`src/spisp_regs.svh`:
```
// Purpose: Shared constants of the clock-stop serial port block.
// Assumes: Included by its bare name from the package and the modules.
// Notes: Holds definitions only.
`ifndef SPISP_REGS_SVH
`define SPISP_REGS_SVH

// ----------------------------------------------------------------------
// Sample-rate generator settings
// ----------------------------------------------------------------------
`define SPISP_DIV_W 8
`define SPISP_SRC_CPU 1'b1
`define SPISP_SRC_EXT 1'b0
`define SPISP_SLAVE_DIV 8'h01
`define SPISP_CNT_W 9
`define SPISP_PHASE_MIN 9'h001

// ----------------------------------------------------------------------
// Frame layout
// ----------------------------------------------------------------------
`define SPISP_WORD_W 8
`define SPISP_CLK_PERIOD_NS 8

`endif

```
`src/spisp_pkg.sv`:
```
// Purpose: Types shared by the clock-stop serial port modules.
// Assumes: spisp_regs.svh is on the include path.
// Notes: Constants live in the header; this package holds types only.
`include "spisp_regs.svh"

package spisp_pkg;

  // ----------------------------------------------------------------------
  // Types
  // ----------------------------------------------------------------------
  typedef logic [`SPISP_DIV_W-1:0] spisp_div_t;
  typedef logic [`SPISP_CNT_W-1:0] spisp_cnt_t;

  typedef enum logic [1:0] {
    SPISP_IDLE,
    SPISP_SHIFT,
    SPISP_HOLD
  } spisp_state_t;

endpackage

```
`src/spisp_clk_if.sv`:
```
// Purpose: Connection between the transfer core and the sample-rate generator.
// Assumes: Both ends run on clk_sys.
// Notes: Edge pulses are one clk_sys cycle wide.
`timescale 1ns/1ps

interface spisp_clk_if;
  import spisp_pkg::*;

  logic source_select;
  logic ext_clock;
  spisp_div_t divider;
  logic run;
  logic tick;
  logic gen_level;
  logic rise;
  logic fall;
  spisp_cnt_t low_ticks;
  spisp_cnt_t period_ticks;

  modport gen (
    input source_select, ext_clock, divider, run,
    output tick, gen_level, rise, fall, low_ticks, period_ticks
  );
  modport core (
    output source_select, ext_clock, divider, run,
    input tick, gen_level, rise, fall, low_ticks, period_ticks
  );
endinterface

```
`src/spisp_srg.sv`:
```
// Purpose: Sample-rate generator producing the generated bit clock.
// Assumes: The external clock input is synchronous to clk_sys.
// Notes: The clock level is held low whenever run is low.
`timescale 1ns/1ps
`include "spisp_regs.svh"

module spisp_srg
  import spisp_pkg::*;
(
  input wire logic clk_sys,
  input wire logic sys_rst,
  spisp_clk_if.gen cif
);

  spisp_cnt_t hi_ticks;
  spisp_cnt_t lo_ticks;
  spisp_cnt_t cnt_q, cnt_d;
  logic pre_q, pre_d;
  logic ext_q, ext_d;
  logic lvl_q, lvl_d;
  logic tick;

  // ----------------------------------------------------------------------
  // Phase lengths
  // ----------------------------------------------------------------------
  // Divider zero would give an empty low phase, so each phase is at least one tick.
  always_comb begin
    if (cif.divider[0]) begin
      hi_ticks = spisp_cnt_t'((`SPISP_CNT_W'(cif.divider) + `SPISP_PHASE_MIN) >> 1);
      lo_ticks = hi_ticks;
    end else begin
      hi_ticks = spisp_cnt_t'((`SPISP_CNT_W'(cif.divider) >> 1) + `SPISP_PHASE_MIN);
      lo_ticks = spisp_cnt_t'(`SPISP_CNT_W'(cif.divider) >> 1);
    end
    if (lo_ticks == '0) begin
      lo_ticks = `SPISP_PHASE_MIN;
    end
  end

  assign cif.low_ticks = lo_ticks;
  assign cif.period_ticks = spisp_cnt_t'(hi_ticks + lo_ticks);

  // ----------------------------------------------------------------------
  // Input tick and phase counter
  // ----------------------------------------------------------------------
  // The CPU source ticks every second cycle; the external source ticks on its rising edge.
  always_comb begin
    pre_d = ~pre_q;
    ext_d = cif.ext_clock;
    tick = (cif.source_select == `SPISP_SRC_CPU) ? pre_q : (cif.ext_clock & ~ext_q);
    cnt_d = cnt_q;
    lvl_d = lvl_q;
    cif.rise = 1'b0;
    cif.fall = 1'b0;
    if (!cif.run) begin
      cnt_d = '0;
      lvl_d = 1'b0;
    end else if (tick) begin
      if (!lvl_q && (cnt_q + `SPISP_PHASE_MIN == lo_ticks)) begin
        cnt_d = '0;
        lvl_d = 1'b1;
        cif.rise = 1'b1;
      end else if (lvl_q && (cnt_q + `SPISP_PHASE_MIN == hi_ticks)) begin
        cnt_d = '0;
        lvl_d = 1'b0;
        cif.fall = 1'b1;
      end else begin
        cnt_d = spisp_cnt_t'(cnt_q + `SPISP_PHASE_MIN);
      end
    end
  end

  assign cif.tick = tick;
  assign cif.gen_level = lvl_q;

  // Registers of the generator.
  always_ff @(posedge clk_sys or posedge sys_rst) begin
    if (sys_rst) begin
      pre_q <= 1'b0;
      ext_q <= 1'b0;
      cnt_q <= '0;
      lvl_q <= 1'b0;
    end else begin
      pre_q <= pre_d;
      ext_q <= ext_d;
      cnt_q <= cnt_d;
      lvl_q <= lvl_d;
    end
  end

  // ----------------------------------------------------------------------
  // Checks
  // ----------------------------------------------------------------------
  cpu_tick_rate_a: assert property (@(posedge clk_sys) disable iff (sys_rst)
    (cif.source_select && $stable(cif.source_select) && tick) |->
      ##1 (!tick || !cif.source_select) ##1 (tick || !cif.source_select))
    else $error("CPU source tick is not every second cycle");

  high_phase_len_a: assert property (@(posedge clk_sys) disable iff (sys_rst)
    (cif.fall) |-> (cnt_q + `SPISP_PHASE_MIN == hi_ticks) && lvl_q)
    else $error("High phase ended at the wrong tick count");

  stopped_low_a: assert property (@(posedge clk_sys) disable iff (sys_rst)
    (!cif.run) |=> !lvl_q)
    else $error("Generated clock not low while stopped");

endmodule

```
`src/spisp_core.sv`:
```
// Purpose: Clock-stop SPI transfer engine, mode 10b with clock polarity 0, master or slave.
// Assumes: All pin inputs are synchronous to clk_sys; configuration is static during a frame.
// Notes: Words are sent and received most significant bit first.
`timescale 1ns/1ps
`include "spisp_regs.svh"

// Function
// - The generator input is two CPU cycles when the source select is 1, else the external clock.
// - The bit clock period is one plus the divider, or two for divider zero, times the generator input period.
// - The high phase is divider/2+1 ticks for even dividers, zero included, and (divider+1)/2 for odd ones.
// - The low phase is divider/2 ticks for even dividers, (divider+1)/2 for odd ones and one tick for zero.
// - As master the transmit clock and sync are outputs and the receive clock and sync are inputs.
// - In slave mode the generator runs from the CPU source with divider 1.
// - With sync polarity 1 the master drives its frame sync inverted as an active-low select.
// - As slave the active-low select arriving on the sync pins is inverted before use.
// - The select goes low before the first rising bit clock edge, which starts the transfer.
// - Receive data is sampled on the falling edge of the bit clock in both roles.
// - Transmit data changes to each new bit after the rising edge of the bit clock.
// - As master the select is asserted about one low phase before the first rising edge.
// - As master the select stays low about one full period after the last falling edge.
// - As master the data output is released about one low phase after the last falling edge.
// - As slave the data output is released when the select input goes high.
// - As slave the first data bit is driven once the select input goes low, before any clock edge.
module spisp_core
  import spisp_pkg::*;
#(
  parameter int WORD_W = `SPISP_WORD_W
)(
  input wire logic clk_sys,
  input wire logic sys_rst,
  input wire logic role_master,
  input wire logic srg_source_select,
  input wire spisp_div_t srg_divider,
  input wire logic tx_sync_polarity,
  input wire logic rx_sync_polarity,
  input wire logic ext_clock_in,
  input wire logic start,
  input wire logic [WORD_W-1:0] tx_word,
  output logic busy,
  output logic [WORD_W-1:0] rx_word,
  output logic rx_valid,
  output logic tx_clock_direction,
  output logic tx_sync_direction,
  output logic rx_clock_direction,
  output logic rx_sync_direction,
  output logic generated_clock,
  input wire logic tx_bit_clock_in,
  output logic tx_bit_clock_out,
  output logic tx_bit_clock_oe,
  input wire logic tx_frame_sync_in,
  output logic tx_frame_sync_out,
  output logic tx_frame_sync_oe,
  input wire logic rx_frame_sync_in,
  input wire logic serial_data_in,
  output logic serial_data_out,
  output logic serial_data_oe
);

  localparam int BIT_W = $clog2(WORD_W + 1);

  spisp_clk_if cif ();

  spisp_state_t state_q, state_d;
  logic [WORD_W-1:0] tx_sh_q, tx_sh_d;
  logic [WORD_W-1:0] rx_sh_q, rx_sh_d;
  logic [WORD_W-1:0] rx_word_q, rx_word_d;
  logic [BIT_W-1:0] bits_q, bits_d;
  spisp_cnt_t hold_q, hold_d;
  logic fs_q, fs_d;
  logic first_q, first_d;
  logic dout_q, dout_d;
  logic oe_q, oe_d;
  logic valid_q, valid_d;
  logic ck_q, ck_d;
  logic sel_q, sel_d;
  logic slave_sel;
  logic rx_sel;
  logic bit_rise;
  logic bit_fall;
  logic last_fall;

  // ----------------------------------------------------------------------
  // Sample-rate generator
  // ----------------------------------------------------------------------
  // A slave ignores the programmed divider so its internal timing is fixed.
  always_comb begin
    cif.source_select = role_master ? srg_source_select : `SPISP_SRC_CPU;
    cif.divider = role_master ? srg_divider : `SPISP_SLAVE_DIV;
    cif.ext_clock = ext_clock_in;
    cif.run = role_master ? (state_q == SPISP_SHIFT) : 1'b1;
  end

  spisp_srg u_srg (
    .clk_sys(clk_sys),
    .sys_rst(sys_rst),
    .cif(cif)
  );

  // ----------------------------------------------------------------------
  // Pin directions and select decoding
  // ----------------------------------------------------------------------
  // Receive clock and sync are always inputs; the transmit pair follows the role.
  always_comb begin
    tx_clock_direction = role_master;
    tx_sync_direction = role_master;
    rx_clock_direction = 1'b0;
    rx_sync_direction = 1'b0;
    slave_sel = tx_sync_polarity ? ~tx_frame_sync_in : tx_frame_sync_in;
    rx_sel = rx_sync_polarity ? ~rx_frame_sync_in : rx_frame_sync_in;
    tx_frame_sync_out = tx_sync_polarity ? ~fs_q : fs_q;
    tx_frame_sync_oe = role_master;
    tx_bit_clock_out = role_master & cif.gen_level;
    tx_bit_clock_oe = role_master;
    generated_clock = cif.gen_level;
  end

  // Bit clock edges come from the generator as master and from the pin as slave.
  assign bit_rise = role_master ? cif.rise : (tx_bit_clock_in & ~ck_q);
  assign bit_fall = role_master ? cif.fall : (~tx_bit_clock_in & ck_q);
  assign last_fall = bit_fall && (bits_q == BIT_W'(WORD_W - 1));

  // ----------------------------------------------------------------------
  // Transfer sequencing
  // ----------------------------------------------------------------------
  // The first rising edge only launches the data already loaded; later ones shift.
  always_comb begin
    state_d = state_q;
    tx_sh_d = tx_sh_q;
    rx_sh_d = rx_sh_q;
    rx_word_d = rx_word_q;
    bits_d = bits_q;
    hold_d = hold_q;
    fs_d = fs_q;
    first_d = first_q;
    dout_d = dout_q;
    oe_d = oe_q;
    valid_d = 1'b0;
    ck_d = tx_bit_clock_in;
    sel_d = slave_sel;
    if (role_master) begin
      unique case (state_q)
        SPISP_IDLE: begin
          oe_d = 1'b0;
          if (start) begin
            state_d = SPISP_SHIFT;
            fs_d = 1'b1;
            tx_sh_d = tx_word;
            bits_d = '0;
            first_d = 1'b1;
          end
        end
        SPISP_SHIFT: begin
          if (bit_rise) begin
            dout_d = first_q ? tx_sh_q[WORD_W-1] : tx_sh_q[WORD_W-2];
            if (!first_q) begin
              tx_sh_d = {tx_sh_q[WORD_W-2:0], 1'b0};
            end
            oe_d = 1'b1;
            first_d = 1'b0;
          end
          if (bit_fall) begin
            rx_sh_d = {rx_sh_q[WORD_W-2:0], serial_data_in};
            bits_d = BIT_W'(bits_q + 1'b1);
            if (last_fall) begin
              state_d = SPISP_HOLD;
              hold_d = '0;
            end
          end
        end
        SPISP_HOLD: begin
          if (cif.tick) begin
            hold_d = spisp_cnt_t'(hold_q + `SPISP_PHASE_MIN);
            if (hold_q + `SPISP_PHASE_MIN == cif.low_ticks) begin
              oe_d = 1'b0;
            end
            if (hold_q + `SPISP_PHASE_MIN == cif.period_ticks) begin
              fs_d = 1'b0;
              state_d = SPISP_IDLE;
              rx_word_d = rx_sh_q;
              valid_d = 1'b1;
            end
          end
        end
      endcase
    end else begin
      state_d = SPISP_IDLE;
      fs_d = 1'b0;
      if (!slave_sel) begin
        oe_d = 1'b0;
        bits_d = '0;
      end else if (!sel_q) begin
        tx_sh_d = tx_word;
        dout_d = tx_word[WORD_W-1];
        oe_d = 1'b1;
        first_d = 1'b1;
        bits_d = '0;
      end else begin
        if (bit_rise) begin
          if (!first_q) begin
            dout_d = tx_sh_q[WORD_W-2];
            tx_sh_d = {tx_sh_q[WORD_W-2:0], 1'b0};
          end
          first_d = 1'b0;
        end
        if (bit_fall && rx_sel) begin
          rx_sh_d = {rx_sh_q[WORD_W-2:0], serial_data_in};
          bits_d = BIT_W'(bits_q + 1'b1);
          if (last_fall) begin
            rx_word_d = {rx_sh_q[WORD_W-2:0], serial_data_in};
            valid_d = 1'b1;
            bits_d = '0;
            first_d = 1'b1;
          end
        end
      end
    end
  end

  // Registers of the transfer engine.
  always_ff @(posedge clk_sys or posedge sys_rst) begin
    if (sys_rst) begin
      state_q <= SPISP_IDLE;
      tx_sh_q <= '0;
      rx_sh_q <= '0;
      rx_word_q <= '0;
      bits_q <= '0;
      hold_q <= '0;
      fs_q <= 1'b0;
      first_q <= 1'b0;
      dout_q <= 1'b0;
      oe_q <= 1'b0;
      valid_q <= 1'b0;
      ck_q <= 1'b0;
      sel_q <= 1'b0;
    end else begin
      state_q <= state_d;
      tx_sh_q <= tx_sh_d;
      rx_sh_q <= rx_sh_d;
      rx_word_q <= rx_word_d;
      bits_q <= bits_d;
      hold_q <= hold_d;
      fs_q <= fs_d;
      first_q <= first_d;
      dout_q <= dout_d;
      oe_q <= oe_d;
      valid_q <= valid_d;
      ck_q <= ck_d;
      sel_q <= sel_d;
    end
  end

  // ----------------------------------------------------------------------
  // User side outputs
  // ----------------------------------------------------------------------
  // Busy covers the whole master frame, including the closing hold time.
  always_comb begin
    busy = role_master ? (state_q != SPISP_IDLE) : sel_q;
    rx_word = rx_word_q;
    rx_valid = valid_q;
    serial_data_out = dout_q;
    serial_data_oe = oe_q;
  end

  // ----------------------------------------------------------------------
  // Checks
  // ----------------------------------------------------------------------
  master_dirs_a: assert property (@(posedge clk_sys) disable iff (sys_rst)
    role_master |-> tx_clock_direction && tx_sync_direction && !rx_clock_direction && !rx_sync_direction)
    else $error("Master pin directions wrong");

  sync_inverted_a: assert property (@(posedge clk_sys) disable iff (sys_rst)
    (role_master && tx_sync_polarity && state_q == SPISP_SHIFT) |-> !tx_frame_sync_out)
    else $error("Master select not driven low during transfer");

  select_first_a: assert property (@(posedge clk_sys) disable iff (sys_rst)
    (role_master && cif.rise && first_q) |-> fs_q && state_q == SPISP_SHIFT && !cif.gen_level)
    else $error("First rising edge without select asserted");

  sample_on_fall_a: assert property (@(posedge clk_sys) disable iff (sys_rst)
    (role_master && state_q == SPISP_SHIFT && cif.fall) |=> rx_sh_q[0] == $past(serial_data_in))
    else $error("Receive bit not taken on falling edge");

  data_on_rise_a: assert property (@(posedge clk_sys) disable iff (sys_rst)
    (role_master && state_q == SPISP_SHIFT && !cif.rise) |=> $stable(serial_data_out))
    else $error("Data changed away from a rising edge");

  idle_clock_low_a: assert property (@(posedge clk_sys) disable iff (sys_rst)
    (role_master && state_q == SPISP_IDLE && $past(state_q) == SPISP_IDLE) |-> !tx_bit_clock_out && !fs_q)
    else $error("Master clock or select active while idle");

  hold_release_a: assert property (@(posedge clk_sys) disable iff (sys_rst)
    (role_master && state_q == SPISP_HOLD && hold_q < cif.low_ticks) |-> fs_q && !cif.gen_level)
    else $error("Select released or clock running during hold");

  slave_first_bit_a: assert property (@(posedge clk_sys) disable iff (sys_rst)
    (!role_master && slave_sel && !sel_q) |=> serial_data_oe && serial_data_out == $past(tx_word[WORD_W-1]))
    else $error("Slave first bit not driven after select");

  slave_release_a: assert property (@(posedge clk_sys) disable iff (sys_rst)
    (!role_master && !slave_sel) |=> !serial_data_oe)
    else $error("Slave still drives data with select high");

  slave_clock_cfg_a: assert property (@(posedge clk_sys) disable iff (sys_rst)
    (!role_master) |-> cif.source_select && cif.divider == `SPISP_SLAVE_DIV)
    else $error("Slave generator not at fixed rate");

endmodule

```
`config.mk`:
```
export PLATFORM = sky130hd
export DESIGN_NAME = spisp_core
export DESIGN_NICKNAME = d
export VERILOG_FILES = /design/src/spisp_pkg.sv /design/src/spisp_clk_if.sv /design/src/spisp_srg.sv /design/src/spisp_core.sv
export VERILOG_INCLUDE_DIRS = /design/src
export SDC_FILE = /design/constraint.sdc
export NUM_CORES = 1
export LEC_CHECK = 0
export ABC_AREA = 1
export BUFFER_PORTS_ARGS = -buffer_cell sky130_fd_sc_hd__buf_2
export CORE_UTILIZATION = 60
export CTS_CLUSTER_SIZE = 20
export DETAILED_ROUTE_END_ITERATION = 12
export PLACE_DENSITY = 0.82
export SLEW_MARGIN = 20
export SYNTH_ARGS = -nofsm -noshare
export SYNTH_HDL_FRONTEND = slang
export SYNTH_SLANG_ARGS = --single-unit
```
`constraint.sdc`:
```
create_clock -name clk_sys -period 2.7 [get_ports clk_sys]
set_input_delay 0.27 -clock clk_sys [delete_from_list [all_inputs] [get_ports clk_sys]]
set_output_delay 0.27 -clock clk_sys [all_outputs]
set_load 0.05 [all_outputs]
```
After elaboration in Yosys (flattened, before gate mapping):

Cells that the tools add are included.

* equal/unequal tests: 31
* add/sub/neg operators: 6
* multiplexer cells: 103
* bitwise operators: 11
* reductions and logical operators: 23

Operator list (count)
* 8-bit 2-to-1 mux: 23
* 9-bit 2-to-1 mux: 8
* 1-bit 2-to-1 mux: 52
* 9-bit equality test: 4
* 3-bit != test (second input constant): 10
* 4-bit 2-to-1 mux: 7
* 5-bit AND reduction: 4
* 9-bit by 1-bit adder with 9-bit output (second input constant): 2
* 9-bit one-hot mux with 2 select lines: 1
* 8-bit one-hot mux with 2 select lines: 1
* 2-bit by 1-bit != test with 1-bit output (second input constant): 7
* 2-bit 2-to-1 mux: 6
* 4-bit AND reduction: 3
* 2-bit nonzero test: 6
* 8-bit by 1-bit adder with 9-bit output (second input constant): 1
* 9-bit adder: 1
* 9-bit logical NOT: 1
* 7-bit by 1-bit adder with 8-bit output (second input constant): 1
* 2-bit != test (second input constant): 4
* 4-bit one-hot mux with 2 select lines: 1
* 1-bit inverter: 7
* 7-bit AND reduction: 1
* 3-bit by 1-bit != test with 1-bit output (second input constant): 2
* 2-bit one-hot mux with 3 select lines: 1
* 13 further kinds: 20

* register bits after elaboration: 58
* input port bits: 28

Depth between registers and ports, before layout:

Gate-level depths: netlist (run 1).

* depth in word-level cells: 17
* gate-level depth with buffers: 28
* mapped depth without buffers: 27

Hierarchy:

A second synthesis (run 1) with hierarchy kept.

* cells, all modules: 757
* area, all modules: 4839.6 um2

By module, submodules not included
* spisp_core: area an instance 3041.7 um2, cells an instance 439, times used 1, sequential area each 1151.1 um2
* spisp_srg: area an instance 1798.0 um2, cells an instance 318, times used 1, sequential area each 300.3 um2

Worst setup path after synthesis (run 1):

No wires, ideal clock.

* kind: input -> register
* from: input port role_master
* to: register state_q[1]
* slack: -0.306 ns
* data required time: 2.583 ns
* data arrival time: 2.889 ns
* cell stages on the path: 26
* library setup time: 0.117 ns
* cells stage by stage: buf_6 nand2_2 buf_6 ha_1 inv_1 nor2_1 nand2_1 nor2_4 nor2_1 nand2_2 nor2_4 nand2_4 a21oi_2 ha_1 or2_1 nand3_1 nand2_1 a21boi_1 or2_2 nand2_1 nor2_1 nand3_2 nand2_1 nand3_1 nand2_1 nand2_1

* longest elaborated chain between the ends: 14
* elaborated cells on any way between the ends: 29
* those cells by class: add/sub: 3; eq/ne: 8; mux: 13; reduce/logical: 5

Ends and longest elaborated chain
* start, declared: line spisp_core.sv:31 `input wire logic role_master,`
* branches (longest 14 deep; another with 8-bit by 1-bit adder with 9-bit output)
* end signal, assigned: line spisp_core.sv:236 `state_q <= state_d;`
* end, declared: line spisp_core.sv:63 `spisp_state_t state_q, state_d;`

Several ways; the timed one is not identified.
A chain may end at the register's enable or synchronous reset.

Worst setup path after layout (run 1):

* from: input port role_master
* to: register rx_word_q[7] (netlist: rx_word[7])

* longest elaborated chain between the ends: 14
* elaborated cells on any way between the ends: 32
* those cells by class: add/sub: 3; eq/ne: 6; mux: 13; reduce/logical: 10

Ends and longest elaborated chain
* branches (longest 14 deep; another with 8-bit by 1-bit adder with 9-bit output)
* end signal, assigned: line spisp_core.sv:239 `rx_word_q <= rx_word_d;`
* end, declared: line spisp_core.sv:66 `logic [WORD_W-1:0] rx_word_q, rx_word_d;`

Several ways; the timed one is not identified.

==> run_results.csv, run 1 <==
group,metric,value,unit
die,die_w,89.7,µm
setup_path,worst-path-buf-inv,6,
cts,clk-insertion-delay-late,0.36,ns
die,rows,31,
die,fp.dieH,89.7,µm
global_routing,antenna_found_initial,0,
synthesis,netlist_instances,669,
cts,cts_inserted_buffers,9,
synthesis,synthTopCellsByArea,"dfrtp_1 (31%), nand2_1 (13%), inv_1 (8.2%)",
synthesis,synthFlopType,"dfrtp_1",
timing,finalHoldViolations,0,
setup_path,worstSetupPathType,"input pin to flop",
finish,diodes,0,
timing,finalClockSkew,0.0166,ns
finish,fin_util,83.3,%
timing,setup_viol,17,
status,violations,"negative setup slack",
timing,maxSlewViolCount,0,
synthesis,ys_ff_latch,58,
synthesis,synth_cell_type_count,43,
setup_path,critPathLaunchType,"input pin",
die,num_io_pins,49,
setup_path,crit_path_max_fanout,8,
global_routing,grt_use_total,32.4,%
die,die_area,0.00805,mm²
cts,path_clk_slew,0.08,ns
setup_path,cp.arrival,3.23,ns
status,status,"finished with violations",
setup_path,crit_top_cell,"nand2_1",
place,io_buffers,46,
finish,area_growth,32.2,%
routing,dr.pass1.iters,6,
global_routing,grt-ovfl-total,0,
finish,drive_gt1_share,31.4,%
timing,worstMarginPinSlew,0.534,ns
finish,nNetsFinal,846,
setup_path,critPathMaxStageDelay,0.25,ns
setup_path,critPathTopFamily,"simple AND/OR/NAND/NOR gates",
synthesis,synth_edf_count,0,
routing,drtIter0Drc,402,
synthesis,yosys_warnings,0,
place,gp_congestion,0.942,
timing,setup_ws,-0.223,ns
routing,vias,5168,
place,dp_hpwl,9.20,mm
cts,clock_sinks,58,
setup_path,cp_data_required_time,3.01,ns
global_routing,grt_max_degree,25,
routing,wirelength,14.2,mm
cts,cts_tree,"yes",
setup_path,cp-end-kind,"flop",
synthesis,synth.cell_area,0.00462,mm²
timing,rsz0062_at_grt,"true",
routing,routedWlPerCell,15.7,µm
synthesis,synth.avg_cell_area,6.90,µm²
synthesis,ys_seq_area_share,31.4,%
cts,cts-htree-levels,3,
timing,maxSlewHeadroom,64.3,%
power_and_ir_drop,finalPower,4.05,mW
min_path,hp-class,"input pin to flop",
routing,postRouteAntennaNets,0,
power_and_ir_drop,ir_drop,0.000470,V
timing,fmax,342,MHz
setup_path,slowest_stage,"nor2_4",
run,drv_cap,0,
routing,vias_per_cell,5.70,
routing,drcViolationCount,0,
cts,cts-root-buf,"clkbuf_8",
die,initial_core_util,63.0,%
cts,clockBufferDepth,2,
timing,timing.final.crit_period,2.92,ns
global_routing,grt_pass1_wl,21.1,mm
die,core,0.00733,mm²
synthesis,yosysTopAreaCellShare,31.4,%
power_and_ir_drop,p_per_area,663,mW/mm²
global_routing,grt_pass1_vias,4705,
synthesis,synth_top_area_cell,"dfrtp_1",
power_and_ir_drop,leakagePower,3.17,nW
synthesis,async_reset_ff_share,100,%
timing,fin_crit_sh,108,%
[placed cells by master (no fill, tap or decap), drive strengths merged, types with 8 or more instances in the layout]
| cell | count |
|---|---|
| a21oi | 25 |
| buf | 134 |
| clkbuf | 10 |
| dfrtp | 58 |
| ha | 16 |
| inv | 109 |
| nand2 | 174 |
| nand3 | 65 |
| nand4 | 13 |
| nor2 | 64 |
| o21ai | 47 |
| o22ai | 8 |
| xor2 | 30 |
[flip-flops by register name, summed over array words and instances, names as in the netlist]
| signal | count |
|---|---|
| serial_data_oe | 1 |
| ck_q | 1 |
| state_q | 2 |
| u_srg.pre_q | 1 |
| u_srg.ext_q | 1 |
| u_srg.cnt_q | 9 |
| tx_sh_q | 8 |
| fs_q | 1 |
| bits_q | 4 |
| rx_word | 8 |
| first_q | 1 |
| serial_data_out | 1 |
| rx_valid | 1 |
| u_srg.cif.gen_level | 1 |
| rx_sh_q | 8 |
| hold_q | 9 |
| sel_q | 1 |
[cell type report]
class / instances / area, µm²
multi-input combinational: 488 / 2970
clock buffer: 10 / 128
fill: 413 / 1220
tap: 99 / 124
sequential: 58 / 1460
timing repair buffer: 135 / 963
clock inverter: 6 / 43.8
inverter: 110 / 420
[timing repair]
action	in CTS	in global routing
gates cloned	3	0
hold buffers	1	0
endpoints found under the setup margin	11	35
hold endpoints to repair	22	0
pin swaps	21	23
buffers inserted	7	7
gates resized for setup	23	51
[routing by layer]
layer  up-vias  track usage (%)  wire length (µm)
met5         -                0                 0
met4         0             11.3               425
met3        58             6.35              1000
met2       266             55.3              7050
met1      2425             40.9              5710
li1       2419                -                 -
[report_power, final]
group | total [mW] | leakage, nW | internal (mW) | switching (mW)
Sequential | 1.26 | 0.721 | 1.10 | 0.164
Clock | 0.710 | 0.0862 | 0.333 | 0.377
Combinational | 2.07 | 2.36 | 0.721 | 1.35
Total | 4.05 | 3.17 | 2.15 | 1.89
[per-stage QoR]
| step | setup WS, ns | std cells | setup TNS [ns] | area [µm²] | hold slack [ns] |
|---|---|---|---|---|---|
| floorplan | -0.196 | 670 | -2.06 | 4690 | 0.301 |
| global placement | -0.463 | 872 | -6.78 | 5500 | 0.309 |
| detailed placement | -0.503 | 872 | -10.11 | 5500 | 0.321 |
| CTS | 0.000297 | 899 | 0 | 5850 | 0.0474 |
| global route | -0.398 | 906 | -8.17 | 6110 | 0.0344 |
| finish | -0.223 | 906 | -2.00 | 6110 | 0.0393 |
[worst register-to-register path, delay by kind of cell, from the launching register on]
kind	cells	cell delay, ns
simple gates	11	1.59
flops	1	0.49
xor+xnor	2	0.29
compound gates	1	0.19
buf+inv	3	0.32
[cell families (layout without fill, tap and decap cells)]
logic type | Yosys count | in the layout | share of synthesized area [%]
xor+xnor | 37 | 37 | 7.02
flops | 58 | 58 | 31.4
compound gates | 103 | 103 | 13.2
simple gates | 328 | 330 | 32.7
fa+ha+maj | 16 | 16 | 4.33
other cells | 1 | 2 | 0.0812
buf+inv | 126 | 261 | 11.3
[worst paths after layout]
path	startpoint	end	slack, ns	depth (start not counted)
setup / recovery	role_master	rx_word[7]	-0.22	25
hold reg to reg	u_srg.pre_q	u_srg.pre_q	0.43	1
hold / removal	ext_clock_in	u_srg.ext_q	0.04	1
max in group asynchronous	sys_rst	hold_q[0]	1.50	4
min in group asynchronous	sys_rst	rx_word[6]	0.48	3
setup reg to reg	u_srg.cnt_q[2]	rx_word[7]	-0.22	17
[cells in the mapped netlist (all sizes together), types with 7 or more instances]
library cell and instances:
nand2 173, nand3 65, a21oi 25, xor2 30, dfrtp 58, inv 109
buf 11, o21ai 47, nand4 13, o22ai 8, ha 16, nor2 63
xnor2 7, a22oi 7
Power figures use the tool's default switching activity.
==> run 2, diff against run 1 <==
Settings changed: CTS_BUF_LIST set to sky130_fd_sc_hd__clkbuf_16.
==> run 2 against run 1 <==
The flow still finishes with violations (negative setup slack). Combinational power increased by 9.7%. Final cell count grew 0.66%. Register-to-register slack got worse by 0.16 ns. Final area rose by 4.1%. Critical path type is now flop to flop. Critical endpoint is now rx_word[4]. Largest power group unchanged.
==> run_results.csv, run 2 (same netlist as run 1, synthesis figures left out) <==
group,metric,value,unit
status,status,"finished with violations",
status,violations,"negative setup slack",
routing,drtIter0Drc,825,
global_routing,grt_pass1_wl,23.6,mm
timing,setup_viol,47,
timing,fin_crit_sh,114,%
timing,whs,0.0664,ns
finish,diodes,0,
routing,drcViolationCount,0,
routing,dr.pass1.iters,6,
place,io_buffers,46,
setup_path,cp_data_required_time,2.93,ns
finish,fillers,342,
timing,maxSlewViolCount,0,
die,rows,31,
min_path,hp-class,"input pin to flop",
routing,postRouteAntennaNets,0,
min_path,hp-start,"ext_clock_in",
cts,cts-root-buf,"clkbuf_16",
die,num_io_pins,49,
setup_path,r2r-start,"u_srg.cnt_q[1]",
finish,register_area,0.00145,mm²
timing,setup_ws,-0.383,ns
finish,reg.largest.list,"hold_q x9, u_srg.cnt_q x9",
cts,path_clk_slew,0.06,ns
setup_path,worstSetupPathType,"flop to flop",
routing,wirelength,17.8,mm
cts,cts-htree-levels,3,
global_routing,grt_use_total,36.3,%
place,dp_hpwl,9.20,mm
place,dp_cells,872,
finish,nNetsFinal,852,
setup_path,crit_path_max_fanout,9,
routing,routedWlPerCell,19.5,µm
timing,rsz0062_at_grt,"true",
finish,fin_cells,912,
cts,clockBufferDepth,2,
setup_path,cp-end-kind,"flop",
timing,worstMarginPinSlew,0.556,ns
routing,vias,5704,
global_routing,grt_max_degree,25,
finish,drive_gt1_share,33.8,%
die,initial_core_util,63.0,%
timing,fmax,324,MHz
cts,clk-insertion-delay-late,0.34,ns
cts,cts_tree,"yes",
timing,timing.final.crit_period,3.08,ns
die,die_area,0.00805,mm²
finish,mostFrequentLayoutCell,"nand2_1",
setup_path,critPathLaunchType,"flop",
cts,clock_sinks,58,
timing,maxSlewHeadroom,62.8,%
run,drv_cap,0,
timing,finalHoldViolations,0,
die,fp.dieH,89.7,µm
global_routing,grt-ovfl-total,0,
die,core,0.00733,mm²
global_routing,antenna_found_initial,0,
global_routing,grt_pass1_vias,5132,
die,die_w,89.7,µm
power_and_ir_drop,ir_drop,0.000644,V
power_and_ir_drop,leakagePower,3.25,nW
setup_path,cp.arrival,3.31,ns
cts,cts_inserted_buffers,9,
finish,multi_input_area,0.00305,mm²
power_and_ir_drop,p_per_area,724,mW/mm²
place,gp_congestion,0.942,
finish,area_growth,37.6,%
finish,final_cell_mix,"nand2_1 (135), inv_1 (94), buf_4 (85)",
timing,finalClockSkew,0.0126,ns
routing,vias_per_cell,6.25,
setup_path,worstSetupStartpoint,"u_srg.cnt_q[1]",
place,place_ws,-0.503,ns
==> run 2: cell type report <==
type                    instances  share of cell area [%]
multi-input cells             487                    47.9
flip-flops and latches         58                    22.9
repair buffers                142                    16.3
inverters                     110                    6.65
clock buffers                   9                    3.54
well taps                      99                    1.95
clock inverters                 7                   0.748
==> run 2: power by group <==
group          leakage [nW]  total, mW  internal [mW]  switching [mW]
registers             0.723       1.28           1.10           0.179
logic                  2.40       2.27          0.752            1.52
clock network         0.137       1.06          0.618           0.439
==> run 2: metal layers <==
layer  vias to the layer above  part of all wire [%]  track usage (%)
met1                      2590                    35             44.7
li1                       2426                     -                -
met3                       178                    12             5.58
met5                         -                     0                0
met2                       510                    45             61.2
met4                         0                   8.5             19.9
==> run 2: through the flow <==
step                      power [mW]  util, %  cell area, µm²  setup TNS, ns
final                           4.60     86.7            6360          -6.89
after global routing            4.81     86.7            6360         -12.82
after CTS                       4.22     81.9            6000        -0.0580
after detailed placement        3.10     75.0            5500         -10.11
after global placement          3.03     75.0            5500          -6.78
after floorplan                 2.59        -            4690          -2.06
==> run 2: worst paths after layout <==
check	cells after the start	endpoint	slack (ns)
setup / recovery	16	rx_word[4]	-0.38
hold / removal	1	u_srg.ext_q	0.07
setup reg to reg	16	rx_word[4]	-0.38
hold reg to reg	1	u_srg.pre_q	0.42
max in group asynchronous	4	hold_q[0]	1.46
min in group asynchronous	3	rx_word[6]	0.52
==> run 2: timing repair <==
| action | CTS | global route |
|---|---|---|
| buffers inserted | 11 | 10 |
| endpoints found under the setup margin | 12 | 45 |
| resized for setup | 27 | 72 |
| pin swaps | 27 | 33 |
| hold buffers | 1 | 0 |
| endpoints found under the hold margin | 22 | 0 |
| gates cloned | 2 | 0 |
==> run 2: critical path, cell delays in order (launching register included) <==
cell and delay, ns:
dfrtp_1 0.46, ha_4 0.20, xor2_2 0.25, xnor2_1 0.18, nor3_1 0.14, o21ai_0 0.13, nor2_1 0.25, nand4_1 0.21
o21ai_2 0.17, nand3_1 0.13, nand2_1 0.17, nand2_2 0.11, nor2_4 0.15, buf_12 0.15, nand3_1 0.09, nand2_1 0.10
inv_1 0.06
==> run 3, diff against run 2 <==
==> constraint.sdc (replaced) <==
create_clock -name clk_sys -period 2.7 [get_ports clk_sys]
set_input_delay 0.135 -clock clk_sys [delete_from_list [all_inputs] [get_ports clk_sys]]
set_output_delay 0.135 -clock clk_sys [all_outputs]
set_load 0.05 [all_outputs]
==> run 3 against run 2 <==
The flow still finishes with violations (negative setup slack). Wire length decreased by 12%. Register-to-register slack improved by 0.14 ns. Sequential share of layout area is 0.23 points higher. Critical path depth is the same. Global-route usage decreased by 3.3 points. Sequential cell count unchanged. Critical path type unchanged. Highest routed layer unchanged.
==> run_results.csv, run 3 (same netlist as run 1, synthesis figures left out) <==
group,metric,value,unit
power_and_ir_drop,leakagePower,3.22,nW
setup_path,reg2reg_slack,-0.24,ns
routing,postRouteAntennaNets,0,
power_and_ir_drop,p_per_area,717,mW/mm²
finish,area_growth,36.3,%
die,rows,31,
timing,setup_ws,-0.241,ns
routing,wirelength,15.6,mm
cts,cts-root-buf,"clkbuf_16",
cts,path_clk_slew,0.06,ns
die,core,0.00733,mm²
power_and_ir_drop,finalPower,4.52,mW
place,gp_congestion,0.953,
finish,nNetsFinal,838,
global_routing,grt_pass1_vias,4700,
finish,drive_gt1_share,33.5,%
setup_path,cp-end-kind,"flop",
die,fp.dieH,89.7,µm
run,drv_cap,0,
finish,fin_util,85.9,%
power_and_ir_drop,switching_share,45.2,%
setup_path,cp.arrival,3.22,ns
cts,cts_tree,"yes",
die,die_area,0.00805,mm²
timing,setup-tns-final,-3.58,ns
routing,dr.pass1.iters,7,
power_and_ir_drop,power_frac_comb,48.9,%
die,initial_core_util,63.0,%
setup_path,crit_path_max_fanout,8,
routing,vias_per_cell,5.90,
setup_path,cp_data_required_time,2.98,ns
power_and_ir_drop,pwr-share-seq,28.1,%
finish,diodes,0,
finish,reg.largest.list,"hold_q x9, u_srg.cnt_q x9",
timing,maxSlewViolCount,0,
routing,drtIter0Drc,453,
power_and_ir_drop,p_switching,2.04,mW
routing,routedWlPerCell,17.4,µm
place,dp_hpwl,9.30,mm
die,num_io_pins,49,
timing,finalClockSkew,0.00905,ns
setup_path,worstSetupPathType,"flop to flop",
cts,clock_sinks,58,
finish,multi_input_area,0.00308,mm²
status,violations,"negative setup slack",
setup_path,rr_worst_depth,16,
setup_path,timing.rr.end,"rx_word[5]",
finish,fillers,402,
global_routing,antenna_found_initial,0,
timing,whs,0.00793,ns
timing,finalHoldViolations,0,
place,io_buffers,46,
global_routing,grt_use_total,33.0,%
timing,maxSlewHeadroom,51.1,%
power_and_ir_drop,p_int,2.48,mW
finish,mostFrequentLayoutCell,"nand2_1",
routing,drcViolationCount,0,
status,status,"finished with violations",
cts,cts_inserted_buffers,9,
global_routing,grt_max_degree,59,
timing,rsz0062_at_grt,"true",
timing,fmax,340,MHz
routing,vias,5296,
setup_path,critPathLaunchType,"flop",
finish,final_cell_mix,"nand2_1 (130), inv_1 (94), buf_4 (72)",
cts,clk-insertion-delay-late,0.34,ns
die,die_w,89.7,µm
power_and_ir_drop,ir_drop,0.000496,V
timing,setup_viol,30,
timing,fin_crit_sh,109,%
cts,clockBufferDepth,2,
cts,cts-htree-levels,3,
timing,timing.final.crit_period,2.94,ns
global_routing,grt_pass1_wl,21.3,mm
finish,register_area,0.00146,mm²
power_and_ir_drop,clock_power_share,23.0,%
setup_path,r2r-start,"u_srg.cnt_q[2]",
min_path,hp-class,"input pin to async pin",
global_routing,grt-ovfl-total,0,
timing,worstMarginPinSlew,0.734,ns
run 3: worst max path at each step:
stage                               from  slack [ns]  cells after the start          to
after floorplan              role_master       -0.06                     28  rx_word[0]
after global placement       role_master       -0.34                     26  rx_word[0]
after detailed placement     role_master       -0.47                     28  rx_word[4]
after CTS                    role_master        0.01                     28  rx_word[5]
after global routing      u_srg.cnt_q[2]       -0.33                     16  rx_word[5]
final                     u_srg.cnt_q[2]       -0.24                     16  rx_word[5]
run 3: power groups by stage:
stage	Clock, mW	Combinational, mW	Sequential [mW]
after floorplan	0	1.14	1.45
after detailed placement	0	1.85	1.25
after CTS	1.04	1.90	1.24
after global placement	0	1.78	1.24
after global routing	1.08	2.39	1.29
final	1.04	2.21	1.27
run 3: critical path, cell delays in order, from the launching register on:
cell and delay (ns):
dfrtp_1 0.50, nand3_2 0.15, inv_2 0.10, nand3_1 0.14, xor2_2 0.32, xnor2_1 0.13
nor2_1 0.23, nand4_1 0.19, o21ai_2 0.16, nand3_1 0.15, nand2_2 0.12, nand2_4 0.07
nor2_4 0.23, nand2_8 0.15, nand2_4 0.10, nand2_2 0.07, inv_2 0.06
run 3: stage by stage:
step,area (µm²),std cells,setup WS [ns]
final,6300,898,-0.241
after global placement,5410,860,-0.336
after CTS,5780,881,0.0108
after floorplan,4690,670,-0.0626
after global routing,6300,898,-0.329
after detailed placement,5410,860,-0.473
run 3: area by class of cell:
type	instances	area share [%]
clock buffers	9	3.58
clock inverters	7	0.755
inverters	110	6.71
multi-input cells	488	49.0
flip-flops and latches	58	23.1
well taps	99	1.97
repair buffers	127	14.9
run 3: layer usage:
| layer | vias to the layer above | track usage (%) | wire length [µm] | share of wire (%) |
|---|---|---|---|---|
| li1 | 2403 | - | - | - |
| met1 | 2454 | 41.5 | 5980 | 38 |
| met2 | 335 | 56.2 | 7520 | 48 |
| met3 | 104 | 6.26 | 1300 | 8.3 |
| met4 | 0 | 12.8 | 825 | 5.3 |
| met5 | - | 0 | 0 | 0 |
run 3: timing repair:
item	in CTS	in global routing
hold buffers	2	0
buffers inserted	1	15
endpoints found under the setup margin	16	36
cloned	2	2
resized for setup	13	99
hold endpoints to repair	2	0
pin swaps	7	39
